`src/verilog/lcr_defs.svh`:
```
// offsets, field positions and reset values of the logical capability registers
// assumes byte offsets within the endpoint configuration space
`ifndef LCR_DEFS_SVH
`define LCR_DEFS_SVH

// ==========================================
// capability register offsets
`define LCR_OFS_SWITCH_PORT_INFO 8'h14
`define LCR_OFS_SOURCE_OPS 8'h18
`define LCR_OFS_DEST_OPS 8'h1c

// ==========================================
// command and status space
`define LCR_CSR_FIRST 8'h40
`define LCR_CSR_LAST 8'hfc
`define LCR_OFS_LOGICAL_CTRL 8'h4c
`define LCR_OFS_BASE_HIGH 8'h58
`define LCR_OFS_BASE_LOW 8'h5c
`define LCR_OFS_BASE_NODE_ID 8'h60
`define LCR_OFS_HOST_LOCK 8'h68
`define LCR_OFS_COMPONENT_TAG 8'h6c

// ==========================================
// field positions and fixed values
`define LCR_OPS_HI 15
`define LCR_OPS_LO 3
`define LCR_OPS_W 13
`define LCR_PORT_WRITE_CAP 1'b0
`define LCR_SWITCH_CAP 1'b0
`define LCR_LOGICAL_CTRL_VAL 32'h0000_0001
`define LCR_BASE_HIGH_VAL 32'h0000_0000
`define LCR_BASE_HI 30
`define LCR_BASE_LO 21
`define LCR_BASE_W 10
`define LCR_NODE_ID_W 24
`define LCR_LOCK_FREE 16'hffff
`define LCR_TAG_RST 32'h0000_0000

`endif

```
`src/verilog/lcr_pkg.sv`:
```
// types shared by the logical capability register files
// assumes lcr_defs.svh is on the include path
`include "lcr_defs.svh"

package lcr_pkg;
  typedef logic [31:0] lcr_word_t;
  typedef logic [`LCR_OPS_W-1:0] lcr_ops_t;
endpackage

```
`src/verilog/lcr_ops_word.sv`:
```
// builds one operations capability word from its generation-time settings
// assumes the settings are constants fixed at elaboration
`timescale 1ns/10ps
`default_nettype none
`include "lcr_defs.svh"

module lcr_ops_word
#(
  parameter lcr_pkg::lcr_ops_t OPS = '0
)
(
  // capability word
  output wire logic [31:0] word_o
);

  // ==========================================
  // word layout
  // reserved and implementation-defined fields tied low
  assign word_o = {14'h0000, 2'h0, OPS, `LCR_PORT_WRITE_CAP, 2'h0};

endmodule
`default_nettype wire

```
`src/verilog/lcr_top.sv`:
```
// logical-layer capability and command-and-status register port
// assumes the configuration fabric routes every csr access here, one per cycle
//
// What this block does
// - switch port information reads zero since switching is never supported.
// - switch capability flag is constant zero.
// - source operations word returns generation-time settings in bits 15 to 3.
// - operation capability bits never alter how transactions are issued.
// - reserved and implementation-defined source bits read zero.
// - port-write capability bit reads zero in both operations words.
// - destination operations word mirrors the source layout with own settings.
// - command-and-status registers live here beside the capability registers.
// - reserved csr offsets 0x40-0x48, 0x50-0x54, 0x64, 0x70-0xfc decoded.
// - control, base high/low, node id, host lock, tag at their offsets.
`timescale 1ns/10ps
`default_nettype none
`include "lcr_defs.svh"

module lcr_top
#(
  parameter lcr_pkg::lcr_ops_t SOURCE_OPS = 13'h1fff,
  parameter lcr_pkg::lcr_ops_t DEST_OPS = 13'h1fff,
  parameter logic [`LCR_BASE_W-1:0] BASE_LOW_RST = 10'h000,
  parameter logic [`LCR_NODE_ID_W-1:0] NODE_ID_RST = 24'h00_0000
)
(
  // clock and reset
  input wire logic MCLK_I,
  input wire logic RST_B_I,
  // configuration register port
  input wire logic CFG_REQ_I,
  input wire logic CFG_WRITE_I,
  input wire logic [7:0] CFG_ADDR_I,
  input wire logic [3:0] CFG_BE_I,
  input wire logic [31:0] CFG_WDATA_I,
  output logic CFG_ACK_O,
  output logic [31:0] CFG_RDATA_O,
  // register values used elsewhere in the endpoint
  output logic SWITCH_CAP_O,
  output logic [`LCR_BASE_W-1:0] BASE_LOW_O,
  output logic [`LCR_NODE_ID_W-1:0] NODE_ID_O,
  output logic [15:0] HOST_ID_O,
  output logic [31:0] COMPONENT_TAG_O
);

  // ==========================================
  // capability words
  lcr_pkg::lcr_word_t src_word;
  lcr_pkg::lcr_word_t dst_word;
  lcr_pkg::lcr_word_t rd_d;
  logic [7:0] word_addr;
  logic wr_en;
  logic [31:0] wmask;
  logic rd_en;
  // write selects, one per writable word
  logic sel_base_low;
  logic sel_node_id;
  logic sel_host_lock;
  logic sel_tag;
  logic [`LCR_BASE_W-1:0] base_low_q;
  logic [`LCR_NODE_ID_W-1:0] node_id_q;
  logic [15:0] host_id_q;
  logic [31:0] tag_q;

  lcr_ops_word #(.OPS(SOURCE_OPS)) u_src_ops
  (
    .word_o(src_word)
  );

  lcr_ops_word #(.OPS(DEST_OPS)) u_dst_ops
  (
    .word_o(dst_word)
  );

  // ==========================================
  // decode
  // low address bits dropped: every register is one aligned word
  assign word_addr = {CFG_ADDR_I[7:2], 2'b00};
  assign wr_en = CFG_REQ_I & CFG_WRITE_I;
  assign wmask = {{8{CFG_BE_I[3]}}, {8{CFG_BE_I[2]}}, {8{CFG_BE_I[1]}}, {8{CFG_BE_I[0]}}};
  assign rd_en = CFG_REQ_I & ~CFG_WRITE_I;

  // ==========================================
  // write selects
  // reserved and read-only words get no select, so writes there fall away
  assign sel_base_low = wr_en && (word_addr == `LCR_OFS_BASE_LOW);
  assign sel_node_id = wr_en && (word_addr == `LCR_OFS_BASE_NODE_ID);
  // lock compares a whole field, so a half-written id must not count
  assign sel_host_lock = wr_en && (word_addr == `LCR_OFS_HOST_LOCK) &&
                         (CFG_BE_I[1:0] == 2'b11);
  assign sel_tag = wr_en && (word_addr == `LCR_OFS_COMPONENT_TAG);

  always_comb
  begin
    case (word_addr)
      // operation capability bits only feed the read path, never any issue logic
      `LCR_OFS_SWITCH_PORT_INFO: rd_d = 32'h0000_0000;
      `LCR_OFS_SOURCE_OPS: rd_d = src_word;
      `LCR_OFS_DEST_OPS: rd_d = dst_word;
      `LCR_OFS_LOGICAL_CTRL: rd_d = `LCR_LOGICAL_CTRL_VAL;
      `LCR_OFS_BASE_HIGH: rd_d = `LCR_BASE_HIGH_VAL;
      `LCR_OFS_BASE_LOW: rd_d = {1'b0, base_low_q, 21'h00_0000};
      `LCR_OFS_BASE_NODE_ID: rd_d = {8'h00, node_id_q};
      `LCR_OFS_HOST_LOCK: rd_d = {16'h0000, host_id_q};
      `LCR_OFS_COMPONENT_TAG: rd_d = tag_q;
      // reserved csr holes and unowned offsets read zero
      default: rd_d = 32'h0000_0000;
    endcase
  end

  // ==========================================
  // answer: every access acknowledged, no error path
  always_ff @(posedge MCLK_I)
  begin
    if (!RST_B_I)
      CFG_ACK_O <= 1'b0;
    else
      CFG_ACK_O <= CFG_REQ_I;
  end

  // data idles low so a write or a gap never shows a stale word
  always_ff @(posedge MCLK_I)
  begin
    if (!RST_B_I)
      CFG_RDATA_O <= 32'h0000_0000;
    else if (rd_en)
      CFG_RDATA_O <= rd_d;
    else
      CFG_RDATA_O <= 32'h0000_0000;
  end

  // ==========================================
  // writable csr fields
  // bits 20:0 of the base word are never stored, they always read zero
  always_ff @(posedge MCLK_I)
  begin
    if (!RST_B_I)
      base_low_q <= BASE_LOW_RST;
    else if (sel_base_low)
      base_low_q <= (base_low_q & ~wmask[`LCR_BASE_HI:`LCR_BASE_LO]) |
                    (CFG_WDATA_I[`LCR_BASE_HI:`LCR_BASE_LO] &
                     wmask[`LCR_BASE_HI:`LCR_BASE_LO]);
  end

  always_ff @(posedge MCLK_I)
  begin
    if (!RST_B_I)
      node_id_q <= NODE_ID_RST;
    else if (sel_node_id)
      node_id_q <= (node_id_q & ~wmask[23:0]) | (CFG_WDATA_I[23:0] & wmask[23:0]);
  end

  // lock taken by a write while free, freed when the holder writes its id again; both low bytes must be enabled for any effect
  // writing the free pattern while free leaves it free, so no lock is taken
  always_ff @(posedge MCLK_I)
  begin
    if (!RST_B_I)
      host_id_q <= `LCR_LOCK_FREE;
    else if (sel_host_lock)
    begin
      if (host_id_q == `LCR_LOCK_FREE)
        host_id_q <= CFG_WDATA_I[15:0];
      else if (CFG_WDATA_I[15:0] == host_id_q)
        host_id_q <= `LCR_LOCK_FREE;
    end
  end

  always_ff @(posedge MCLK_I)
  begin
    if (!RST_B_I)
      tag_q <= `LCR_TAG_RST;
    else if (sel_tag)
      tag_q <= (tag_q & ~wmask) | (CFG_WDATA_I & wmask);
  end

  // ==========================================
  // exported copies, one flop stage so outputs come from flops
  // copies lag the registers by a cycle; a register read is the exact view
  always_ff @(posedge MCLK_I)
  begin
    if (!RST_B_I)
      SWITCH_CAP_O <= 1'b0;
    else
      SWITCH_CAP_O <= `LCR_SWITCH_CAP;
  end

  always_ff @(posedge MCLK_I)
  begin
    if (!RST_B_I)
      BASE_LOW_O <= '0;
    else
      BASE_LOW_O <= base_low_q;
  end

  always_ff @(posedge MCLK_I)
  begin
    if (!RST_B_I)
      NODE_ID_O <= '0;
    else
      NODE_ID_O <= node_id_q;
  end

  always_ff @(posedge MCLK_I)
  begin
    if (!RST_B_I)
      HOST_ID_O <= `LCR_LOCK_FREE;
    else
      HOST_ID_O <= host_id_q;
  end

  always_ff @(posedge MCLK_I)
  begin
    if (!RST_B_I)
      COMPONENT_TAG_O <= `LCR_TAG_RST;
    else
      COMPONENT_TAG_O <= tag_q;
  end

endmodule
`default_nettype wire

```
`config.mk`:
```
export PLATFORM = sky130hd
export DESIGN_NAME = lcr_top
export DESIGN_NICKNAME = d
export VERILOG_FILES = /design/src/verilog/lcr_pkg.sv /design/src/verilog/lcr_ops_word.sv /design/src/verilog/lcr_top.sv
export VERILOG_INCLUDE_DIRS = /design/src /design/src/verilog
export SDC_FILE = /design/constraint.sdc
export NUM_CORES = 1
export LEC_CHECK = 0
export BUFFER_PORTS_ARGS = -buffer_cell sky130_fd_sc_hd__buf_2
export CAP_MARGIN = 25
export CORE_ASPECT_RATIO = 0.7
export CORE_MARGIN = 4
export CORE_UTILIZATION = 49
export DETAILED_ROUTE_END_ITERATION = 10
export PLACE_DENSITY = 0.81
export SYNTH_ARGS = -nofsm -noshare
export SYNTH_HDL_FRONTEND = slang
export SYNTH_HIERARCHICAL = 1
export SYNTH_SLANG_ARGS = --single-unit
```
`constraint.sdc`:
```
create_clock -name MCLK_I -period 1.62 [get_ports MCLK_I]
set_input_delay 0.324 -clock MCLK_I [delete_from_list [all_inputs] [get_ports MCLK_I]]
set_output_delay 0.324 -clock MCLK_I [all_outputs]
set_load 0.01 [all_outputs]
```
-- Word-level counts from Yosys, hierarchy flattened
Cells that the tools add are included.
- bitwise logic cells: 15
- reduce and logical (&&, ||, !) cells: 9
- equal/unequal tests: 10
- muxes and demuxes: 3
- operators by type and width (cell ; number):
    case mux 32 bit (6 select lines) ; 1
    bitwise AND 32 bit ; 2
    bitwise AND 24 bit ; 2
    2-to-1 mux 16 bit ; 2
    inverter 32 bit ; 1
    bitwise OR 32 bit ; 1
    equality test 6 x 5 -> 1 bit, second input constant ; 5
    inverter 24 bit ; 1
    bitwise OR 24 bit ; 1
    bitwise AND 10 bit ; 2
    equality test 16 bit ; 1
    equality test 16 bit, second input constant ; 1
    equality test 6 x 3 -> 1 bit, second input constant ; 2
    inverter 10 bit ; 1
    bitwise OR 10 bit ; 1
    logical AND 1 bit ; 5
    AND reduction 2 bit ; 2
    bitwise AND 1 bit ; 2
    equality test 2 bit, second input constant ; 1
    nonzero test 2 bit ; 1
    OR reduction 2 bit ; 1
    inverter 1 bit ; 1
- logic and storage cells: 47
- register bits: 197

-- Depth between registers and ports, before layout
Gate-level depths: netlist (run 1).
- depth in word-level cells: 4
- mapped depth: 7
- gate-level depth less buffers: 5

-- By module
Netlist (run 1), hierarchy kept.
- modules (own cells, without submodules) (module ; cells each ; seq. area each (sq um) ; area an instance (sq um) ; instances):
    lcr_top ; 665 ; 3943.8 ; 6945.4 ; 1
    lcr_ops_word ; 34 ; 0.0 ; 247.7 ; 2

-- Least setup slack after synthesis (run 1)
Ideal clock, no wire load.
- path kind: input-to-reg
- start: input port CFG_ADDR_I[4]
- end: register with a tool-made name
- setup slack: 0.033 ns
- stages: 5
- library setup time: 0.128 ns
- data arrival time: 1.459 ns
- required time: 1.492 ns
- path through: nand4bb_4 > nor3_4 > nand4_4 > mux2i_1 > nor2_1
- RTL lines (element ; line ; RTL):
    from (decl) ; lcr_top.sv:33 ; input wire logic [7:0] CFG_ADDR_I,

-- Final worst setup path (run 1)
- start: register host_id_q[8]
- end: register host_id_q[6]
- word-level cells in the longest chain between the ends: 3
- elaborated cells between the ends (all ways): 5
- those cells by class: 2 x eq/ne; 1 x mux; 2 x reduce/logical
- RTL lines (element ; line ; RTL):
    from (decl) ; lcr_top.sv:62 ; logic [15:0] host_id_q;
    from (signal assigned) ; lcr_top.sv:158 ; host_id_q <= `LCR_LOCK_FREE;
    from (signal assigned) ; lcr_top.sv:162 ; host_id_q <= CFG_WDATA_I[15:0];
    from (signal assigned) ; lcr_top.sv:164 ; host_id_q <= `LCR_LOCK_FREE;
    equality test 16 bit (on tied branches) ; - ;
    nonzero test 2 bit (no line) ; - ;
    AND reduction 2 bit (no line) ; - ;
Several ways; a longest one is shown, not always the timed one.
A chain may end at the register's enable or synchronous reset.

==> run summary, run 1 <==
For the worst flop-to-flop path, the logic depth is 6. The number of DRC markers after the initial detailed-route iteration is 547. The layout filler cell count is 1,167. The pin count of the biggest net entering global routing is 67. The I/O pin count came out at 164.

The total number of nets in the final design is 988. Clock tree synthesis selected as its root buffer the cell clkbuf_16. Dividing the detail-routed via count by the number of cells gives 5.07. Input and output buffers added on the ports amount to 160. Data on the critical path arrives at its endpoint at 1910 ps.

For this block, the via count after detailed routing is 5,831. The wire length after detailed routing is 19.5 mm. TritonCTS built the clock tree. The die extent in y came out at 111 um. Detailed placement finished with a half-perimeter wire length of 13.7 mm. The clock slew at the register clock pins of the worst setup and hold paths is 70 ps. The post-route clock skew is 11.0 ps. The final number of setup-violating endpoints came out at 0.

The peak fanout along the critical path is 16. The worst hold path belongs to the class in -> reg. The predominant post-synthesis flop cell is dfxtp_1. The remaining antenna violation count after routing is 0. The maximum root-to-sink buffer count came out at 2.

Counting flops with a built-in enable in the synthesized netlist gives 0. The share of the clock period used by the worst path after layout came out at 0.965. The sequential share of the synthesized area is 0.530.

The setup path with the least slack is of type reg -> reg. The horizontal die dimension came out at 155 um. From synthesis to final layout, the design area changed by 26.5%. The cell area after placement came out at 8760 sq um. Setup repair after global routing left no endpoint under its margin.

The first global-routing pass estimated 30.7 mm of wire. The number of CTS-inserted buffers came out at 17. After detailed routing, the number of remaining DRC violations is 0.

The clock latency of the later-clocked register in the worst-skew pair came out at 430 ps. The data required time of the critical path is 1970 ps. The cell depth of the worst hold path came out at 3. After global routing the overflow that remains totals 0. In the final layout, the share of cells above drive strength 1 is 0.306. The number of detailed-route iterations in the first pass is 6. The average footprint of a synthesized cell is 10.2 sq um. The initial antenna violation count is 2.

The aggregate negative setup slack is 0 ps. STA classifies the critical path endpoint as a flop. The count of state elements after synthesis came out at 197.

IR analysis of the VDD net gives a maximum drop of 0.800 mV. The async set-or-reset flop fraction in the synthesized netlist came out at 0. Counting every instance in the synthesized netlist gives 733. The die footprint came out at 17,300 sq um. The effective utilization at floorplan is 0.504. Dividing the detail-routed wire length by the instance count gives 17.0 um. The max-cap check violation count is 0. The number of buffers inserted to repair setup after CTS came out at 0. The highest clock frequency the design can meet is 640 MHz.

The standard cell core area is 14,800 sq um. STA classifies the critical path startpoint as a flop. The power density over the cells is 1000 nW/um^2.

The H-tree depth is 4. The worst hold margin came out at 136 ps. The netlist area before placement is 7440 sq um. The number of global-route vias before repair is 5,612. The count of final hold-check violations came out at 0. The worst-case setup slack after placement came out at -165 ps. The final setup slack of the worst path is 56.5 ps. The minimum period implied by the final worst setup slack is 1560 ps.

The total global routing track utilization is 0.226. Routability-driven placement finished with a final weighted congestion of 0.906. Yosys mapped the design onto 37 distinct sky130hd cell types.

Summing all non-filler instances in the final layout gives an area of 9410 sq um. The final standard cell utilization of the core is 0.637. The total number of yosys warnings is 6.

The run finished with clean final reports. The number of sinks driven by the clock tree is 197. For this design the static power due to leakage is 4.32 nW. The total number of placement rows came out at 37. The max-slew violation count is 0.
[report_power, final]
group / internal [mW] / switching, mW / total, mW
Combinational: 0.156 / 0.240 / 0.396
Clock: 2.28 / 1.90 / 4.17
Sequential: 4.84 / 0.00257 / 4.85
[path summary, 6_finish.rpt]
path,slack [ps],to,from
setup / recovery,60,host_id_q[6],host_id_q[8]
hold / removal,140,flop,CFG_WDATA_I[31]
setup reg to reg,60,host_id_q[6],host_id_q[8]
hold reg to reg,480,CFG_RDATA_O[25],flop
[final cells by class]
| cell class | count | area, sq um | area share |
|---|---|---|---|
| diodes | 1 | 2.50 | 0.000266 |
| clock inverters | 11 | 116 | 0.0124 |
| inverters | 19 | 71.3 | 0.00758 |
| flip-flops and latches | 197 | 3950 | 0.420 |
| multi-input cells | 470 | 3040 | 0.323 |
| well taps | 195 | 244 | 0.0259 |
| repair buffers | 235 | 1520 | 0.161 |
| clock buffers | 21 | 470 | 0.0500 |
[synthesized netlist by cell type, types with 2 or more instances]
cell / instances / area (sq um)
nand4_1: 9 / 56.3
and2_1: 67 / 419
nor3_4: 2 / 32.5
buf_1: 3 / 11.3
nor4_1: 2 / 12.5
a21oi_1: 32 / 160
a22oi_1: 20 / 150
nand2_1: 31 / 116
inv_1: 18 / 67.6
nor2_1: 86 / 323
nand2b_1: 2 / 12.5
and4_1: 4 / 35.0
dfxtp_1: 197 / 3940
nand3_1: 4 / 20.0
buf_2: 7 / 35.0
mux2i_1: 66 / 661
buf_4: 70 / 526
a31oi_1: 17 / 106
conb_1: 5 / 18.8
nor3_1: 2 / 10.0
nand4_4: 3 / 63.8
xnor2_1: 16 / 140
clkbuf_1: 27 / 101
a222oi_1: 30 / 300
[metal layers]
| metal | part of all wire | vias up | track usage | routed length, um |
|---|---|---|---|---|
| met5 | 0.00041 | - | 0 | 8 |
| met4 | 0.011 | 2 | 0.0636 | 219 |
| met3 | 0.095 | 24 | 0.0675 | 1850 |
| met2 | 0.44 | 264 | 0.339 | 8540 |
| met1 | 0.46 | 2733 | 0.318 | 8930 |
| li1 | - | 2808 | - | - |
[through the flow]
stage | power (mW) | cells
finish | 9.42 | 1149
global route | 9.71 | 1148
CTS | 9.46 | 1148
detailed placement | 5.33 | 1116
global placement | 5.33 | 1116
floorplan | 5.22 | 793
[logic make-up (layout without fill, tap and decap cells)]
logic type / count (synthesis) / after routing / synth area share
AND/OR/NAND/NOR: 220 / 220 / 0.160
flip-flops: 197 / 197 / 0.530
buffers and inverters: 126 / 286 / 0.100
AO/OA/AOI/OAI: 103 / 103 / 0.100
multiplexers: 66 / 66 / 0.0888
XOR/XNOR: 16 / 16 / 0.0188
other: 5 / 66 / 0.00252
[worst max-delay path, stage by stage, from the launching register on]
cell	delay, ps
dfxtp_2	390
xnor2_1	140
nand4_1	170
nor4_2	310
o21ai_1	120
buf_6	170
a31oi_2	190
[timing repair]
action / in CTS / in global routing
cloned: 0 / 0
resized for setup: 2 / 13
hold buffers: 0 / 0
pin swaps: 0 / 2
endpoints found under the setup margin: 5 / 16
[cell usage in the layout (no fill, tap or decap), types with 30 or more instances in the layout]
master,n
buf_2,160
buf_4,62
mux2i_1,66
conb_1,65
nand2_1,31
a21oi_1,32
nor2_1,85
dfxtp_1,190
a222oi_1,30
and2_1,67
Note: power is estimated with default switching activity, not from simulation.
==> inputs of run 2 (changes only) <==
- REMOVE_ABC_BUFFERS: default -> 1
==> run 2 against run 1 <==
Effect of this change: worst setup slack gained 20 ps; critical path depth did not move; final cell count fell by 1.2%; register-to-register slack better by 20 ps; sequential share of layout area is 0.54 points higher; design area decreased by 1.3%; sequential power about the same; highest routed layer unchanged; fmax increased by 1.3%; sequential cell count stayed put; power fell by 0.11%.
==> run summary, run 2 (synthesis results as in run 1) <==
The number of standard cells in the final layout excluding fillers is 1,135 (was 1,149). The total number of placement rows came out at 37 (unchanged). The critical path data arrival time came out at 1870 ps (was 1910 ps). The peak fanout along the critical path came out at 10 (was 16). The share of the clock period used by the worst path after layout came to 0.953 (was 0.965). The die extent in y came out at 111 um (unchanged). The total global routing track utilization is 0.214 (was 0.226). The clock slew at the register clock pins of the worst setup and hold paths is 70 ps (about the same). The total overflow reported by the global router came out at 0 (unchanged).

The synthesis-to-layout area growth is 24.8% (was 26.5%). The kind of cell with the highest combined delay on the critical path is simple AND/OR/NAND/NOR gates (unchanged). The cell count after placement is 1,103 (was 1,116). The leading cell type in the layout, fill and taps excluded is dfxtp_1 (unchanged). The cts-stage hold buffer count came to 0 (unchanged). The highest clock frequency the design can meet is 648 MHz (was 640 MHz). CP cell instances: xnor2_1, nand4_1, nor4_1, o21ai_1, buf_4, a31oi_1 (was xnor2_1, nand4_1, nor4_2, o21ai_1, buf_6, a31oi_2). The number of global-route vias before repair was 5,624 (was 5,612). The maximum root-to-sink buffer count is 2 (unchanged). The number of sinks driven by the clock tree was 197 (unchanged). The number of buffers and inverters on the critical path is 1 (unchanged).

The class of the worst hold path is in -> reg (unchanged). The number of DRC markers after the initial detailed-route iteration came to 532 (was 547). The remaining antenna violation count after routing is 0 (unchanged). The horizontal die dimension is 155 um (unchanged). The number of CTS-inserted buffers came to 17 (unchanged). The maximum vdd drop is 0.577 mV (was 0.800 mV). The weighted congestion reported at the end of routability-driven placement was 0.868 (was 0.906).

The final routed DRC violation total came out at 0 (unchanged). The cell at the root of the clock tree is clkbuf_16 (unchanged). The library cell contributing the largest single delay on the critical path was dfxtp_1 (was dfxtp_2). The max-cap check violation count came out at 0 (unchanged). The clock latency of the later-clocked register in the worst-skew pair came out at 420 ps (was 430 ps).

The aggregate negative setup slack was 0 ps (unchanged). The effective utilization at floorplan is 0.504 (unchanged). The number of input and output port buffers inserted is 160 (unchanged). The highest cell delay on the worst timing path is 380 ps (was 390 ps). The max-slew violation count is 0 (unchanged). The global-route wire length before repair is 29.4 mm (was 30.7 mm).

The count of final hold-check violations is 0 (unchanged). The endpoint kind of the worst setup timing path is a flop (unchanged). The leakage power figure came out at 4.22 nW (was 4.32 nW). The final number of setup-violating endpoints is 0 (unchanged). The data required time of the critical path came out at 1950 ps (was 1970 ps). The standard cell core area is 14,800 sq um (unchanged). The nature of the critical path startpoint is a flop (unchanged). The number of detailed-route iterations in the first pass came out at 6 (unchanged). The classification of the worst setup path was reg -> reg (unchanged). The via-per-instance ratio is 5.03 (was 5.07). The I/O pin count came to 164 (unchanged). Run status: finished clean (unchanged). The half-perimeter wire length after detailed placement came out at 12.7 mm (was 13.7 mm). The initial antenna violation count came out at 1 (was 2).

The wire length after detailed routing was 18.5 mm (was 19.5 mm). The TritonCTS clock tree is yes (unchanged). The total number of nets in the final design is 975 (was 988). The pin count of the biggest net entering global routing came out at 67 (unchanged).

The die footprint was 17,300 sq um (unchanged). The total number of vias came out at 5,708 (was 5,831). The post-detailed-route wirelength per cell is 16.3 um (was 17.0 um). The post-route clock skew came out at 9.66 ps (was 11.0 ps).

The H-tree depth is 4 (unchanged). The minimum period implied by the final worst setup slack is 1540 ps (was 1560 ps). Most frequent cells in the layout: 191 x dfxtp_1, 160 x buf_2, 85 x nor2_1, 67 x and2_1, 66 x mux2i_1 (was 190 x dfxtp_1, 160 x buf_2, 85 x nor2_1, 67 x and2_1, 66 x mux2i_1). The worst hold margin was 147 ps (was 136 ps). The proportion of layout cells with a drive suffix above 1 came out at 0.291 (was 0.306). The power density over the cells is 1010 nW/um^2 (was 1000 nW/um^2). The diode insertion count for antenna repair is 0 (was 1).
## run 2: worst paths after layout
check	from	cells past startpoint	end	slack, ps
setup / recovery	host_id_q[5]	6	host_id_q[4]	80
hold reg to reg	flop	2	CFG_RDATA_O[28]	470
hold / removal	CFG_WDATA_I[31]	3	flop	150
setup reg to reg	host_id_q[5]	6	host_id_q[4]	80
## run 2: repair_timing
| item | 4_1_cts | 5_1_grt |
|---|---|---|
| hold endpoints to repair | 0 | 0 |
| gates resized for setup | 0 | 10 |
| buffers inserted | 0 | 0 |
| endpoints found under the setup margin | 0 | 10 |
## run 2: area by class of cell
type | instances | area [sq um]
fill | 1193 | 5480
sequential | 197 | 3950
multi-input combinational | 470 | 3020
timing repair buffer | 222 | 1420
clock buffer | 20 | 437
tap | 195 | 244
clock inverter | 12 | 146
inverter | 19 | 71.3
## run 2: routing by layer
| metal | wire, um | GRT usage |
|---|---|---|
| met1 | 8530 | 0.298 |
| met2 | 8230 | 0.327 |
| met3 | 1650 | 0.0593 |
| met4 | 94 | 0.0571 |
| met5 | 7 | 0 |
## run 2: metrics by stage
stage	util	power, mW	cell area [sq um]	setup slack [ps]
6_report	0.629	9.41	9290	76.8
5_1_grt	0.629	9.71	9290	-10.2
4_1_cts	0.627	9.47	9260	31.8
3_5_place_dp	0.587	5.32	8670	-178
3_3_place_gp	0.587	5.31	8670	-144
2_1_floorplan	-	5.07	6990	-644
## run 2: worst reg2reg max path: cells and delay by family, from the launching register on
family                    cells  cell delay [ps]
AOI/OAI and AO/OA             2              310
xor gates and xnor gates      1              170
buffers and inverters         1              190
DFF                           1              380
and+or+nand+nor               2              400
## run 2: where the power goes
group | total [mW] | leakage, nW | internal [mW] | switching [mW]
registers | 4.85 | 1.58 | 4.84 | 0.00244
clock network | 4.19 | 0.267 | 2.31 | 1.88
logic | 0.367 | 2.37 | 0.140 | 0.227
total | 9.41 | 4.22 | 7.29 | 2.11
